File: config.mk
export PLATFORM = sky130hd
export DESIGN_NAME = pfs_unit
export DESIGN_NICKNAME = d
export VERILOG_FILES = /design/src/pfs_pkg.sv /design/src/pfs_stack_if.sv /design/src/pfs_stack.sv /design/src/pfs_unit.sv
export SDC_FILE = /design/constraint.sdc
export NUM_CORES = 1
export LEC_CHECK = 0
export BUFFER_PORTS_ARGS = -buffer_cell sky130_fd_sc_hd__buf_4
export CELL_PAD_IN_SITES_DETAIL_PLACEMENT = 0
export CELL_PAD_IN_SITES_GLOBAL_PLACEMENT = 1
export CORE_MARGIN = 5
export CORE_UTILIZATION = 44
export CTS_CLUSTER_DIAMETER = 150
export DETAILED_ROUTE_END_ITERATION = 8
export GPL_TIMING_DRIVEN = 0
export MAX_ROUTING_LAYER = met4
export PLACE_DENSITY = 0.8
export SYNTH_ARGS = -nofsm -noshare
export SYNTH_HDL_FRONTEND = slang
export SYNTH_SLANG_ARGS = --single-unit
File: constraint.sdc
create_clock -name core_clk -period 6.4 [get_ports core_clk]
set_input_delay 1.28 -clock core_clk [delete_from_list [all_inputs] [get_ports core_clk]]
set_output_delay 1.28 -clock core_clk [all_outputs]
set_load 0.05 [all_outputs]
File: src/pfs_pkg.sv
// package of constants and types for the program flow and stack unit
package pfs_pkg;

  // widths
  localparam int PC_W          = 12;
  localparam int SEG_W         = 3;
  localparam int DATA_W        = 8;
  localparam int JUMP_LOW_W    = 9;
  localparam int INVOKE_LOW_W  = 8;
  localparam int STACK_DEPTH   = 8;

  // file register addresses
  localparam logic [7:0] PCL_ADDR    = 8'h02;
  localparam logic [7:0] STATUS_ADDR = 8'h03;

  // segment field position in the status register
  localparam int SEG_LSB = 5;
  localparam int SEG_MSB = 7;

  // largest legal operand of the segment select instruction
  localparam logic [SEG_W-1:0] SEG_SEL_MAX = 3'h3;

  // reset values
  localparam logic [PC_W-1:0]   PC_RESET    = 12'h000;
  localparam logic [SEG_W-1:0]  SEG_RESET   = 3'h0;
  localparam logic [PC_W-1:0]   STACK_RESET = 12'h000;

  // operations handed over by the instruction decoder
  typedef enum logic [3:0] {
    OP_OTHER,
    OP_JUMP,
    OP_INVOKE,
    OP_SEG_SEL,
    OP_BANK_SEL,
    OP_EXIT,
    OP_EXIT_SEG,
    OP_INT_EXIT,
    OP_INT_EXIT_ADJ,
    OP_LIT_EXIT,
    OP_DEC_SKIP,
    OP_INC_SKIP,
    OP_BIT_SKIP
  } pfs_op_e;

endpackage

File: src/pfs_stack_if.sv
// interface between the flow controller and the return stack
`timescale 1ns/1ps
interface pfs_stack_if;
  import pfs_pkg::*;
  logic            push;
  logic            pop;
  logic [PC_W-1:0] push_addr;
  logic [PC_W-1:0] top_addr;

  modport ctl (output push, output pop, output push_addr, input top_addr);
  modport stk (input push, input pop, input push_addr, output top_addr);
endinterface

File: src/pfs_stack.sv
// eight level shifting return address stack
`timescale 1ns/1ps
module pfs_stack
  import pfs_pkg::*;
(
  // clock and reset
  input  wire logic core_clk,
  input  wire logic reset,
  input  wire logic clk_en,
  // stack port
  pfs_stack_if.stk  sif
);

  logic [PC_W-1:0] level_r [STACK_DEPTH];

  assign sif.top_addr = level_r[0];

  // one flop row per level
  genvar g;
  generate
    for (g = 0; g < STACK_DEPTH; g++) begin : g_lvl
      logic [PC_W-1:0] push_val;
      logic [PC_W-1:0] pop_val;

      if (g == 0) begin : g_top
        assign push_val = sif.push_addr;
      end else begin : g_deeper
        assign push_val = level_r[g-1];
      end

      if (g < STACK_DEPTH - 1) begin : g_up
        assign pop_val = level_r[g+1];
      end else begin : g_bottom
        assign pop_val = level_r[g];
      end

      always_ff @(posedge core_clk or posedge reset) begin
        if (reset) begin
          level_r[g] <= STACK_RESET;
        end else if (clk_en) begin
          if (sif.push) begin
            level_r[g] <= push_val;
          end else if (sif.pop) begin
            level_r[g] <= pop_val;
          end
        end
      end
    end
  endgenerate

endmodule // pfs_stack

File: src/pfs_unit.sv
// program counter, segment bits, call and return control, skip handling
`timescale 1ns/1ps
module pfs_unit
  import pfs_pkg::*;
(
  // clock, reset, enable
  input  wire logic                core_clk,
  input  wire logic                reset,
  input  wire logic                clk_en,
  // decoded instruction
  input  wire logic                instr_valid,
  input  wire pfs_op_e             instr_op,
  input  wire logic [8:0]          instr_target,
  input  wire logic [DATA_W-1:0]   instr_literal,
  input  wire logic [SEG_W-1:0]    instr_segment,
  input  wire logic                bit_test_true,
  // accumulator and selected file register
  input  wire logic [DATA_W-1:0]   acc_in,
  input  wire logic [DATA_W-1:0]   fr_rdata,
  // file register writes from the rest of the core
  input  wire logic                fr_wr_en,
  input  wire logic [7:0]          fr_addr,
  input  wire logic [DATA_W-1:0]   fr_wdata,
  // flow state
  output logic                     instr_ready_r,
  output logic [PC_W-1:0]          pc_r,
  output logic [SEG_W-1:0]         program_segment_bits_r,
  output logic                     flush_r,
  output logic                     skip_active_r,
  output logic                     seg_sel_err_r,
  // results toward the core
  output logic                     fr_res_wr_r,
  output logic [DATA_W-1:0]        fr_res_data_r,
  output logic                     acc_wr_r,
  output logic [DATA_W-1:0]        acc_data_r,
  output logic                     rtc_add_r,
  output logic [DATA_W-1:0]        rtc_add_val_r,
  output logic                     int_exit_r
);

  ////////////////////////////////////////////////////////////////////////
  // decode helpers

  // select instructions that a taken skip passes over as well
  function automatic logic is_select(input pfs_op_e op);
    return (op == OP_SEG_SEL) || (op == OP_BANK_SEL);
  endfunction

  // instructions that pop the return stack
  function automatic logic is_exit(input pfs_op_e op);
    return (op == OP_EXIT) || (op == OP_EXIT_SEG) || (op == OP_INT_EXIT) ||
           (op == OP_INT_EXIT_ADJ) || (op == OP_LIT_EXIT);
  endfunction

  ////////////////////////////////////////////////////////////////////////
  // state and internal signals

  typedef enum logic [0:0] {
    PFS_RUN,
    PFS_FLUSH
  } pfs_state_e;

  pfs_state_e            state_r;
  pfs_state_e            state_nxt;
  logic                  exec;
  logic                  annul;
  logic                  pc_load;
  logic [PC_W-1:0]       pc_nxt;
  logic [PC_W-1:0]       pc_inc;
  logic [DATA_W-1:0]     fr_dec;
  logic [DATA_W-1:0]     fr_inc;
  logic                  skip_take;
  logic                  pcl_write;
  logic                  status_write;

  pfs_stack_if sif ();

  // instruction accepted this cycle
  assign exec      = clk_en && instr_valid && instr_ready_r;
  // accepted while a skip is pending: dropped
  assign annul     = exec && skip_active_r;
  assign pc_inc    = pc_r + 12'h001;
  assign fr_dec    = fr_rdata - 8'h01;
  assign fr_inc    = fr_rdata + 8'h01;
  assign pcl_write = fr_wr_en && (fr_addr == PCL_ADDR);
  // status byte carries the segment field
  assign status_write = fr_wr_en && (fr_addr == STATUS_ADDR);

  ////////////////////////////////////////////////////////////////////////
  // return stack

  pfs_stack u_stack (
    .core_clk (core_clk),
    .reset    (reset),
    .clk_en   (clk_en),
    .sif      (sif.stk)
  );

  // push on invoke, pop on any exit
  always_comb begin
    sif.push      = 1'b0;
    sif.pop       = 1'b0;
    sif.push_addr = pc_inc;
    if (exec && !annul) begin
      // return address is counter plus one
      if (instr_op == OP_INVOKE) begin
        sif.push = 1'b1;
      end
      if (is_exit(instr_op)) begin
        sif.pop = 1'b1;
      end
    end
  end

  ////////////////////////////////////////////////////////////////////////
  // next program counter

  always_comb begin
    pc_load = 1'b0;
    pc_nxt  = pc_inc;
    if (exec && !annul) begin
      case (instr_op)
        OP_JUMP: begin
          pc_load = 1'b1;
          pc_nxt  = {program_segment_bits_r, instr_target[JUMP_LOW_W-1:0]};
        end
        OP_INVOKE: begin
          pc_load = 1'b1;
          pc_nxt  = {program_segment_bits_r, 1'b0, instr_target[INVOKE_LOW_W-1:0]};
        end
        OP_EXIT, OP_EXIT_SEG, OP_INT_EXIT, OP_INT_EXIT_ADJ, OP_LIT_EXIT: begin
          pc_load = 1'b1;
          pc_nxt  = sif.top_addr;
        end
        default: begin
          pc_load = 1'b0;
          pc_nxt  = pc_inc;
        end
      endcase
    end
    if (pcl_write) begin
      pc_load = 1'b1;
      pc_nxt  = {program_segment_bits_r, 1'b0, fr_wdata};
    end
  end

  // skip decision for the test instructions
  always_comb begin
    skip_take = 1'b0;
    if (exec && !annul) begin
      case (instr_op)
        OP_DEC_SKIP: skip_take = (fr_dec == 8'h00);
        OP_INC_SKIP: skip_take = (fr_inc == 8'h00);
        OP_BIT_SKIP: skip_take = bit_test_true;
        default:     skip_take = 1'b0;
      endcase
    end
  end

  // flush sequencing
  always_comb begin
    state_nxt = state_r;
    case (state_r)
      PFS_RUN: begin
        if (pc_load) begin
          state_nxt = PFS_FLUSH;
        end
      end
      PFS_FLUSH: begin
        state_nxt = PFS_RUN;
      end
      default: begin
        state_nxt = PFS_RUN;
      end
    endcase
  end

  ////////////////////////////////////////////////////////////////////////
  // registers

  // flow state machine and ready
  always_ff @(posedge core_clk or posedge reset) begin
    if (reset) begin
      state_r       <= PFS_RUN;
      instr_ready_r <= 1'b1;
      flush_r       <= 1'b0;
    end else if (clk_en) begin
      state_r       <= state_nxt;
      instr_ready_r <= (state_nxt == PFS_RUN);
      flush_r       <= (state_nxt == PFS_FLUSH);
    end
  end

  // program counter
  always_ff @(posedge core_clk or posedge reset) begin
    if (reset) begin
      pc_r <= PC_RESET;
    end else if (clk_en) begin
      if (pc_load || exec) begin
        pc_r <= pc_nxt;
      end
    end
  end

  // segment bits
  always_ff @(posedge core_clk or posedge reset) begin
    if (reset) begin
      program_segment_bits_r <= SEG_RESET;
      seg_sel_err_r          <= 1'b0;
    end else if (clk_en) begin
      seg_sel_err_r <= 1'b0;
      if (exec && !annul && instr_op == OP_SEG_SEL) begin
        if (instr_segment <= SEG_SEL_MAX) begin
          program_segment_bits_r <= instr_segment;
        end else begin
          seg_sel_err_r <= 1'b1;
        end
      end else if (exec && !annul && instr_op == OP_EXIT_SEG) begin
        program_segment_bits_r <= sif.top_addr[PC_W-1 -: SEG_W];
      end else if (status_write) begin
        program_segment_bits_r <= fr_wdata[SEG_MSB:SEG_LSB];
      end
    end
  end

  // skip pending flag
  always_ff @(posedge core_clk or posedge reset) begin
    if (reset) begin
      skip_active_r <= 1'b0;
    end else if (clk_en) begin
      if (skip_take) begin
        skip_active_r <= 1'b1;
      end else if (annul) begin
        skip_active_r <= is_select(instr_op);
      end
    end
  end

  // file register result for increment and decrement
  always_ff @(posedge core_clk or posedge reset) begin
    if (reset) begin
      fr_res_wr_r   <= 1'b0;
      fr_res_data_r <= 8'h00;
    end else if (clk_en) begin
      fr_res_wr_r <= 1'b0;
      if (exec && !annul) begin
        case (instr_op)
          OP_DEC_SKIP: begin
            fr_res_wr_r   <= 1'b1;
            fr_res_data_r <= fr_dec;
          end
          OP_INC_SKIP: begin
            fr_res_wr_r   <= 1'b1;
            fr_res_data_r <= fr_inc;
          end
          default: begin
            fr_res_wr_r <= 1'b0;
          end
        endcase
      end
    end
  end

  // accumulator load and timer adjust
  always_ff @(posedge core_clk or posedge reset) begin
    if (reset) begin
      acc_wr_r      <= 1'b0;
      acc_data_r    <= 8'h00;
      rtc_add_r     <= 1'b0;
      rtc_add_val_r <= 8'h00;
      int_exit_r    <= 1'b0;
    end else if (clk_en) begin
      acc_wr_r   <= 1'b0;
      rtc_add_r  <= 1'b0;
      int_exit_r <= 1'b0;
      if (exec && !annul) begin
        if (instr_op == OP_LIT_EXIT) begin
          acc_wr_r   <= 1'b1;
          acc_data_r <= instr_literal;
        end
        if (instr_op == OP_INT_EXIT || instr_op == OP_INT_EXIT_ADJ) begin
          int_exit_r <= 1'b1;
        end
        if (instr_op == OP_INT_EXIT_ADJ) begin
          rtc_add_r     <= 1'b1;
          rtc_add_val_r <= acc_in;
        end
      end
    end
  end

endmodule // pfs_unit

## Word level (Yosys, flattened, before mapping)

Index checks and enable logic that the tools add are counted.

| operators by class | value |
|---|---|
| mux-type cells | 45 |
| $lt $le $gt $ge | 1 |
| bitwise gates (word level) | 2 |
| reduce and logical (&&, ||, !) cells | 33 |
| eq/ne operators | 15 |
| add/subtract/negate cells | 3 |

Operators by type and width:

| cell | number |
|---|---|
| $mux W12 | 16 |
| $pmux W12 S3 | 1 |
| $mux W1 | 21 |
| $eq A4 B4 Y1 const B | 5 |
| $eq A4 B3 Y1 const B | 4 |
| $eq A8 B2 Y1 const B | 2 |
| $logic_not A8 Y1 | 2 |
| $pmux W8 S2 | 1 |
| $add A12 B1 Y12 const B | 1 |
| $mux W3 | 4 |
| $reduce_and A3 Y1 | 4 |
| $add A8 B1 Y8 const B | 1 |
| $eq A4 B2 Y1 const B | 2 |
| $logic_and A1 B1 Y1 | 8 |
| $reduce_and A2 Y1 | 4 |
| $sub A8 B1 Y8 const B | 1 |
| $logic_or A1 B1 Y1 | 7 |
| $reduce_or A7 Y1 | 1 |
| $reduce_bool A2 Y1 | 3 |
| $reduce_or A5 Y1 | 1 |
| $eq A4 B1 Y1 const B | 1 |
| $le A3 B2 Y1 const B | 1 |
| $pmux W1 S3 | 1 |
| $reduce_bool A3 Y1 | 1 |
| other kinds (5) | 6 |

| word-level totals | value |
|---|---|
| output and inout port bits | 47 |
| bits in registers | 143 |
| input port bits | 62 |
| logic and storage cells | 120 |

## Logic depth before layout (Yosys ltp)

Gate-level depths: netlist of run 1.

| logic depth | value |
|---|---|
| depth in word-level cells | 10 |
| depth in mapped cells | 8 |
| depth with buffers taken out | 6 |

## Cells and area by module

From an unflattened synthesis of run 1, not the netlist that was laid out.

| unflattened totals | value |
|---|---|
| cells, all modules | 744 |
| area, all modules | 7277.0 um2 |

By module, submodules not included:

| module | times used | seq. area each (um2) | cells each | area an instance (um2) |
|---|---|---|---|---|
| pfs_stack | 1 | 2402.3 | 427 | 4281.6 |
| pfs_unit | 1 | 1177.4 | 317 | 2995.4 |

## Worst setup path after synthesis of run 1

No wires, ideal clock.

| path | value |
|---|---|
| path type | input to register |
| from | input instr_op[0] |
| to | register pc_r[10] |
| library setup time | 0.120 ns |
| required time | 6.280 ns |
| stages on the path | 8 |
| path slack | 3.607 ns |
| path buffers | 3 |
| arrival time | 2.673 ns |
| path through | buf_2 -> xor2_1 -> and2_1 -> buf_2 -> o21ai_1 -> buf_2 -> a221o_1 -> a31o_1 |

| between the ends | value |
|---|---|
| cells in the longest elaborated chain, start to end | 7 |
| elaborated cells between the ends (all ways) | 17 |
| classes of those cells | 7 x eq/ne; 6 x mux; 4 x reduce/logical |

Ends and longest elaborated chain:

| item | RTL line | text |
|---|---|---|
| from (decl) | pfs_unit.sv:12 | `input wire pfs_op_e instr_op,` |
| $eq A4 B2 Y1, or another cell as far along | pfs_unit.sv:122 | `case (instr_op)` |
| $reduce_or A7 Y1 (no line) | -- |  |
| $mux W1 | pfs_unit.sv:122 |  |
| $mux W1 | pfs_unit.sv:121 | `if (exec && !annul) begin` |
| $mux W1 | pfs_unit.sv:141 | `if (pcl_write) begin` |
| $logic_or A1 B1 Y1 | pfs_unit.sv:199 | `if (pc_load \|\| exec) begin` |
| $reduce_and A2 Y1 (no line) | -- |  |
| to (signal assigned) | pfs_unit.sv:200 | `pc_r <= pc_nxt;` |
| to (decl) | pfs_unit.sv:26 | `output logic [PC_W-1:0] pc_r,` |

Several ways; a longest one is shown, not always the timed one.
A chain may end at the register's enable or synchronous reset.

## Worst setup path after layout of run 1

| path | value |
|---|---|
| from | input fr_addr[4] |
| to | register pc_r[1] |

| between the ends | value |
|---|---|
| cells in the longest elaborated chain, start to end | 5 |
| elaborated cells between the ends (all ways) | 6 |
| classes of those cells | 1 x eq/ne; 2 x mux; 3 x reduce/logical |

Ends and longest elaborated chain:

| item | RTL line | text |
|---|---|---|
| from (decl) | pfs_unit.sv:22 | `input wire logic [7:0] fr_addr,` |
| $eq A8 B2 Y1 (*) | pfs_unit.sv:85 | `assign pcl_write = fr_wr_en && (fr_addr == PCL_ADDR);` |
| $logic_and A1 B1 Y1 (*) | pfs_unit.sv:85 |  |
| $mux W1 | pfs_unit.sv:141 |  |
| $logic_or A1 B1 Y1 | pfs_unit.sv:199 |  |
| $reduce_and A2 Y1 (no line) | -- |  |

Every way passes the cells marked *; elsewhere a longest branch is shown, timed or not.

==> flow_summary.yaml, run 1 <==
sta:
  fin_setup_tns_ps: 0
  post-route-period-util: 0.468
  hold_violations: 0
  maxSlewHeadroom: 0.470
  fmax_mhz: 334
  fin_skew_ps: 13.1
  finalSetupViolations: 0
  slew_violations: 0
  fin_crit_ps: 3000
  rsz0062_at_grt: "false"
  tightest_slew_ps: 793
  worst_hold_slack_ps: 477
cells_and_area:
  design_area_um2: 8710
  fin_util: 0.554
  layout-drive-gt1-share: 0.208
  final_net_count: 939
  areaGrowthSynthToFinish_pct: 24.5
  diodes: 0
global_route:
  antenna_found_initial: 0
  grt_pass1_wl_mm: 32.5
  met1_usage: 0.322
  grt.total_usage: 0.231
  grt_pass1_vias: 6039
  grt_use_met3: 0.0448
  gr-max-usage-layer: "met2"
  use_met2: 0.341
  grt-ovfl-total: 0
  grt_max_degree: 79
drt:
  wl_mm: 20.3
  routedWlPerCell_um: 18.4
  drtPass1Iterations: 6
  ant_nets: 0
  viasPerCell: 5.64
  drc: 0
  dr.first_iter.drc_count: 654
  num_vias: 6210
critical_path:
  regToRegStartpoint: "instr_ready_r"
  crit_type: "input pin to flip-flop"
  cp.arrival_ps: 3360
  r2r-end: "u_stack.g_lvl[0].pop_val[11]"
  rrSetupSlack_ps: 3860
  slowest_delay_ps: 710
  path_max_fanout: 10
  cp_slowest_cell: "o21ai_1"
  critical-path-top-delay-family: "compound AO/OA/AOI/OAI gates"
  crit_buf_inv: 1
  worst_setup_path_end_kind: "flip-flop"
  cp_common_cell: "o21ai_0"
  cp.required_ps: 6760
  crit_chain: "buf_4, nor4b_1, nand3b_1, o21ai_1, o21ai_0, o21ai_0"
  crit_path_start_kind: "input pin"
  r2r_cells: 8
logic_synthesis:
  synth_top_family_by_area: "simple AND/OR/NAND/NOR gates"
  syn-num-nets: 815
  netlist.area_leader.share: 0.508
  synth_sequential_area_ratio: 0.512
  ys.flop_type: "dfrtp_1"
  yosys.area_share.simple: 0.197
  synth_area_leaders: "dfrtp_1, nand2_1, a22oi_1"
  netlist_area_um2: 6990
  yosysTopAreaCell: "dfrtp_1"
  synthMuxAreaShare: 0.0451
  ys_ff_latch: 143
  synth_fa_ha_area_frac: 0.00716
  avgSynthCellArea_um2: 9.34
  postSynth.asyncResetShare: 1.00
  synth.most_common_cell: "nand2_1"
  synth_xor_area_frac: 0.0250
  yosys-top-cells-count: "nand2_1, dfrtp_1, a22oi_1"
  synth_cell_types: 64
  yosysWarnings: 0
  synthCells: 749
  synth_compound_area_frac: 0.176
  synth_edf_count: 0
flow_run:
  maxCapViolCount: 0
hold_path:
  whs_path_depth: 2
  hold_path_class: "flip-flop to flip-flop"
  min-delay-start: "u_stack.g_lvl[6].pop_val[3]"
  holdPathEnd: "u_stack.g_lvl[6].pop_val[3]"
power:
  peakVddDrop_v: 0.000241
  power_leakage_nw: 4.27
  total_power_mw: 3.10
  powerDensity_nw_per_um2: 356
placed_design:
  place_congestion: 0.894
  dpl-instance-area_um2: 8080
  dpl.hpwl_mm: 15.0
  io_buffers: 104
status:
  status: "finished clean"
floorplanning:
  rows: 46
  coreArea_um2: 15700
  dieWidth_um: 136
  die_h_um: 136
  die-area_um2: 18500
  io_pins: 109
  initial_core_util: 0.445
clock_network:
  h-tree-depth: 4
  tritoncts_num_sinks: 143
  cts_setup_buffers: 0
  clock_tree.buffer_depth: 2
  cts_buffers: 17
  path_clk_slew_ps: 60
  cts_tree: "built"
  root_buffer: "clkbuf_16"
  cts_resized: 0
  cts_hold_buf: 0
  clkLatencyLatePin_ps: 440
## metal layers
layer,vias to the layer above,part of all wire
li1,2906,-
met1,3089,0.46
met2,179,0.47
met3,36,0.058
met4,0,0.020
met5,-,0
## worst register-to-register path, cell delays in order (launching register included)
cell,delay (ps)
dfstp_2,560
nand4b_1,130
buf_2,230
nor4_4,560
a21oi_1,210
buf_2,280
buf_2,270
nand2_1,120
nand2_1,50
## power breakdown
group	internal, mW	total (mW)	switching (mW)	leakage (nW)
logic	0.271	0.750	0.480	2.09
clock network	0.663	1.06	0.401	0.304
registers	1.09	1.28	0.188	1.88
## cell type report
cell class / instances / area (um2)
flip-flops and latches: 143 / 3580
fillers: 1397 / 7010
inverters: 12 / 50.0
clock inverters: 13 / 185
repair buffers: 105 / 808
multi-input cells: 542 / 3150
clock buffers: 19 / 443
well taps: 216 / 270
plain buffers: 52 / 223
## registers in the layout, indices dropped and copies added (netlist names), 3 cells and up
signal                  flops
u_stack.sif.top_addr       12
u_stack.g_lvl.pop_val      84
acc_data_r                  8
fr_res_data_r               8
program_segment_bits_r      3
rtc_add_val_r               8
pc_r                       12
## layout by cell type (no fill, tap or decap), types with 4 or more instances in the layout
| cell type | instances |
|---|---|
| a21oi_1 | 17 |
| a221oi_1 | 5 |
| a22o_1 | 6 |
| a22oi_1 | 57 |
| a31oi_1 | 22 |
| and3_1 | 6 |
| and4_1 | 5 |
| and4b_1 | 4 |
| buf_2 | 19 |
| buf_4 | 105 |
| bufinv_16 | 4 |
| clkbuf_1 | 30 |
| clkbuf_16 | 17 |
| dfrtp_1 | 142 |
| ha_1 | 4 |
| inv_1 | 11 |
| mux2_2 | 20 |
| mux2i_1 | 9 |
| nand2_1 | 211 |
| nand2b_1 | 4 |
| nand3_1 | 10 |
| nand4_1 | 4 |
| nor2_1 | 37 |
| nor3_1 | 4 |
| o21ai_0 | 27 |
| o21ai_1 | 4 |
| o22ai_1 | 7 |
| xnor2_1 | 11 |
| xor2_1 | 9 |
## per-stage QoR
stage	setup slack, ps	cells
after global placement	-338	1069
after floorplan	1280	749
after CTS	3420	1102
after global routing	3150	1102
final	3400	1102
after detailed placement	2960	1070
## logic make-up after synthesis
logic type | Yosys count
simple gates | 311
compound gates | 178
flops | 143
buf+inv | 64
mux | 29
xor+xnor | 20
fa+ha+maj | 4
## worst max-delay path by stage
stage	start	endpoint	slack, ps	cells after the start
after global routing	fr_addr[4]	pc_r[2]	3150	6
after global placement	reset	acc_data_r[0]	-340	2
after CTS	fr_addr[4]	pc_r[1]	3420	6
after floorplan	reset	acc_data_r[0]	1280	1
final	fr_addr[4]	pc_r[1]	3400	6
after detailed placement	fr_addr[4]	pc_r[1]	2960	6
Note: power is estimated with default switching activity, not from simulation.
==> inputs of run 2 (changes only) <==
- clock period: 6.4 -> 2.8 ns (I/O delays scaled with it)
==> run 2 against run 1 <==
Net effect: non-clock buffer count rose by 3; clock skew decreased by 6.5 ps; critical endpoint is now u_stack.g_lvl[5].pop_val[5]; clock-buffer cell count is 1 lower; largest power group unchanged; sequential share of layout area up 0.11 points; largest cell class unchanged.
==> flow_summary.yaml, run 2 (synthesis gave the netlist of run 1 again) <==
status:
  status: "finished clean"
drt:
  drc: 0
  viasPerCell: 5.65
  drtPass1Iterations: 7
  dr.first_iter.drc_count: 514
  wl_mm: 20.4
  routedWlPerCell_um: 18.5
  num_vias: 6242
  ant_nets: 0
sta:
  tightest_slew_ps: 791
  worst_hold_slack_ps: 218
  fin_skew_ps: 6.54
  hold_violations: 0
  post-route-period-util: 0.905
  finalSetupViolations: 0
  slew_violations: 0
  fmax_mhz: 395
  maxSlewHeadroom: 0.459
  rsz0062_at_grt: "false"
  fin_crit_ps: 2530
  worst_slack_ps: 266
global_route:
  grt_pass1_vias: 6212
  grt-ovfl-total: 0
  grt_max_degree: 43
  grt_pass1_wl_mm: 32.6
  grt.total_usage: 0.231
  antenna_found_initial: 0
clock_network:
  cts_setup_buffers: 0
  cts_resized: 0
  cts_buffers: 17
  h-tree-depth: 4
  cts_tree: "built"
  root_buffer: "clkbuf_16"
  cts_hold_buf: 0
  clock_tree.buffer_depth: 2
  tritoncts_num_sinks: 143
  clkLatencyLatePin_ps: 420
  path_clk_slew_ps: 60
placed_design:
  dpl.hpwl_mm: 15.3
  dp.cells: 1073
  io_buffers: 104
  place_congestion: 0.887
  place_ws_ps: 82.8
flow_run:
  maxCapViolCount: 0
hold_path:
  hold_path_class: "input pin to async pin"
critical_path:
  slowest_delay_ps: 590
  cp.required_ps: 3110
  worst_setup_path_end_kind: "flip-flop"
  critical-path-top-delay-family: "simple AND/OR/NAND/NOR gates"
  cp_common_cell: "buf_2"
  cp.arrival_ps: 2840
  crit_buf_inv: 3
  cp_slowest_cell: "nor4_4"
  cp_num_cells: 8
  crit_chain: "nand4b_1, buf_2, nor4_4, a21oi_1, buf_2, buf_2, nand2_1, nand2_1"
  r2r_cells: 8
  path_max_fanout: 10
  crit_type: "flip-flop to flip-flop"
  crit_path_start_kind: "flip-flop"
cells_and_area:
  fin_util: 0.553
  largest_reg_flops: 84
  fillers: 1399
  stdcell_count: 1105
  final_common_cell: "nand2_1"
  final_net_count: 942
  diodes: 0
  layout-drive-gt1-share: 0.211
  areaGrowthSynthToFinish_pct: 24.1
  most-common-layout-cells: "nand2_1, dfrtp_1, buf_4"
floorplanning:
  rows: 46
  die-area_um2: 18500
  io_pins: 109
  initial_core_util: 0.445
  coreArea_um2: 15700
  die_h_um: 136
  dieWidth_um: 136
power:
  total_power_mw: 6.79
  powerDensity_nw_per_um2: 782
  peakVddDrop_v: 0.000585
  power_leakage_nw: 4.25
-- run 2: cell count changes in the layout (fill, tap and decap cells not counted), sizes merged --
cell      change
clkinvlp      +3
buf           +3
inv           +2
clkbuf        -1
bufinv        -4
-- run 2: report_power, final --
| group | internal, mW | leakage [nW] | total (mW) | switching [mW] |
|---|---|---|---|---|
| clock network | 1.17 | 0.260 | 2.11 | 0.941 |
| logic | 0.628 | 2.11 | 1.74 | 1.12 |
| registers | 2.50 | 1.88 | 2.93 | 0.433 |
-- run 2: worst paths after layout --
| kind | slack [ps] | to | startpoint |
|---|---|---|---|
| max | 270 | u_stack.g_lvl[5].pop_val[5] | instr_ready_r |
| min | 220 | u_stack.g_lvl[6].pop_val[8] | reset |
| max reg2reg | 270 | u_stack.g_lvl[5].pop_val[5] | instr_ready_r |
| min reg2reg | 480 | u_stack.g_lvl[6].pop_val[10] | u_stack.g_lvl[6].pop_val[10] |
| max in group asynchronous | 1500 | instr_ready_r | reset |
| min in group core_clk | 370 | rtc_add_val_r[7] | acc_in[7] |
-- run 2: final cells by class --
| cell class | count | area (um2) | area share |
|---|---|---|---|
| Buffer | 52 | 223 | 0.0257 |
| Inverter | 12 | 48.8 | 0.00562 |
| Tap cell | 216 | 270 | 0.0311 |
| Clock inverter | 14 | 106 | 0.0122 |
| Clock buffer | 18 | 439 | 0.0506 |
| Multi-Input combinational cell | 542 | 3150 | 0.362 |
| Timing Repair Buffer | 108 | 868 | 0.100 |
| Sequential cell | 143 | 3580 | 0.412 |
-- run 2: metal layers --
| metal | GRT usage | wire length [um] | up-vias |
|---|---|---|---|
| met5 | - | 0 | - |
| met4 | 0.0778 | 490 | 0 |
| met3 | 0.0537 | 1250 | 36 |
| met2 | 0.345 | 9520 | 212 |
| met1 | 0.312 | 9170 | 3084 |
| li1 | - | - | 2910 |
-- run 2: per-stage QoR --
step,TNS (ps),cell area [um2]
after floorplan,0,7000
after global placement,-65340,8050
after detailed placement,0,8140
after CTS,0,8680
after global routing,0,8680
final,0,8680
==> inputs of run 3 (changes only) <==
==> constraint.sdc (replaced) <==
create_clock -name core_clk -period 2.8 [get_ports core_clk]
set_input_delay 0.28 -clock core_clk [delete_from_list [all_inputs] [get_ports core_clk]]
set_output_delay 0.28 -clock core_clk [all_outputs]
set_load 0.05 [all_outputs]
==> run 3 against run 2 <==
Net effect: clock-buffer cell count did not move; design area increased by 0.12%; largest cell class unchanged; clock power hardly changed; final cell count barely moved; clock skew is essentially flat; first-iteration DRC count rose by 3.7%; critical path type unchanged.
==> flow_summary.yaml, run 3 (synthesis gave the netlist of run 1 again) <==
critical_path:
  regToRegStartpoint: "instr_ready_r"
  r2r-end: "u_stack.g_lvl[5].pop_val[5]"
  slowest_delay_ps: 600
  crit_path_start_kind: "flip-flop"
  crit_path_end: "u_stack.g_lvl[5].pop_val[5]"
  crit_type: "flip-flop to flip-flop"
  cp_common_cell: "buf_2"
  worst_setup_path_end_kind: "flip-flop"
  critPathLaunch: "instr_ready_r"
  path_max_fanout: 10
  cp.required_ps: 3100
  r2r_cells: 8
  cp_slowest_cell: "nor4_4"
  crit_chain: "nand4b_1, buf_2, nor4_4, a21oi_1, buf_2, buf_2, nand2_1, nand2_1"
  rrSetupSlack_ps: 250
  cp.arrival_ps: 2850
cells_and_area:
  largest_reg_flops: 84
  diodes: 0
  most-common-layout-cells: "nand2_1, dfrtp_1, buf_4"
  fin_util: 0.553
  fillers: 1397
  final_common_cell: "nand2_1"
  areaGrowthSynthToFinish_pct: 24.3
  layout-drive-gt1-share: 0.211
  final_net_count: 943
drt:
  wirelength_met1_mm: 9.16
  top_layer_used: "met4"
  num_vias: 6160
  wl_mm: 20.4
  drtPass1Iterations: 6
  drc: 0
  dr.first_iter.drc_count: 533
  ant_nets: 0
  viasPerCell: 5.57
  dr_wl_met3_mm: 1.20
  routedWlPerCell_um: 18.4
  wl_met2_mm: 9.52
placed_design:
  place_congestion: 0.887
  dpl.hpwl_mm: 15.3
  place_ws_ps: 265
  io_buffers: 104
clock_network:
  cts_buffers: 17
  cts_tree: "built"
  h-tree-depth: 4
  root_buffer: "clkbuf_16"
  tritoncts_num_sinks: 143
  path_clk_slew_ps: 60
  cts_resized: 0
  clock_tree.buffer_depth: 2
  clkLatencyLatePin_ps: 420
sta:
  maxSlewHeadroom: 0.447
  fin_crit_ps: 2550
  hold_violations: 0
  post-route-period-util: 0.911
  fmax_mhz: 392
  rsz0062_at_grt: "false"
  fin_setup_tns_ps: 0
  tightest_slew_ps: 828
  worst_hold_slack_ps: 90.9
  worst_slack_ps: 250
  fin_skew_ps: 6.80
  slew_violations: 0
  finalSetupViolations: 0
power:
  peakVddDrop_v: 0.000584
  power_leakage_nw: 4.25
  powerDensity_nw_per_um2: 780
global_route:
  grt_pass1_vias: 6212
  grt.total_usage: 0.231
  grt_pass1_wl_mm: 32.6
  grt_max_degree: 43
  antenna_found_initial: 0
  grt-ovfl-total: 0
floorplanning:
  coreArea_um2: 15700
  rows: 46
  dieWidth_um: 136
  die-area_um2: 18500
  initial_core_util: 0.445
  io_pins: 109
  die_h_um: 136
flow_run:
  maxCapViolCount: 0
status:
  status: "finished clean"
hold_path:
  hold_path_class: "input pin to flip-flop"
-- run 3: worst min-delay path by stage --
| stage | start | endpoint | slack (ps) | depth (start not counted) |
|---|---|---|---|---|
| after CTS | instr_literal[1] | acc_data_r[1] | 80 | 2 |
| after global routing | acc_in[1] | rtc_add_val_r[1] | 80 | 2 |
| after floorplan | fr_rdata[0] | fr_res_data_r[0] | 390 | 1 |
| after global placement | u_stack.g_lvl[6].pop_val[9] | u_stack.g_lvl[6].pop_val[9] | 460 | 2 |
| after detailed placement | reset | u_stack.g_lvl[6].pop_val[8] | 410 | 2 |
| final | acc_in[0] | rtc_add_val_r[0] | 90 | 2 |
-- run 3: timing repair --
item / in CTS / in global routing
hold buffers: 1 / 0
setup buffers: 0 / 0
endpoints found under the hold margin: 25 / 0
-- run 3: final cells by class --
cell class / count / area [um2] / area share
plain buffers: 52 / 223 / 0.0256
clock buffers: 18 / 439 / 0.0505
clock inverters: 14 / 106 / 0.0122
inverters: 12 / 48.8 / 0.00561
multi-input cells: 542 / 3150 / 0.362
flip-flops and latches: 143 / 3580 / 0.412
well taps: 216 / 270 / 0.0311
repair buffers: 109 / 878 / 0.101
-- run 3: power by group --
part / switching (mW) / internal, mW / total, mW
clock: 0.939 / 1.17 / 2.11
sequential: 0.434 / 2.50 / 2.94
combinational: 1.11 / 0.628 / 1.74
-- run 3: per-stage QoR --
stage | instances | instance area, um2 | power [mW]
5_1_grt | 1106 | 8690 | 7.11
3_5_place_dp | 1073 | 8140 | 4.71
2_1_floorplan | 749 | 7000 | 4.03
6_report | 1106 | 8690 | 6.78
4_1_cts | 1106 | 8690 | 6.82
3_3_place_gp | 1069 | 8050 | 4.64
-- run 3: worst max-delay path, delay by kind of cell, from the launching register on --
family	cells	cell delay [ps]
AO/OA/AOI/OAI	1	210
buffers and inverters	3	750
flip-flops	1	560
AND/OR/NAND/NOR	4	900
-- run 3: routing by layer --
layer,global-route usage,vias up
li1,-,2911
met1,0.312,3025
met2,0.345,188
met3,0.0537,36
met4,0.0778,0
met5,-,-
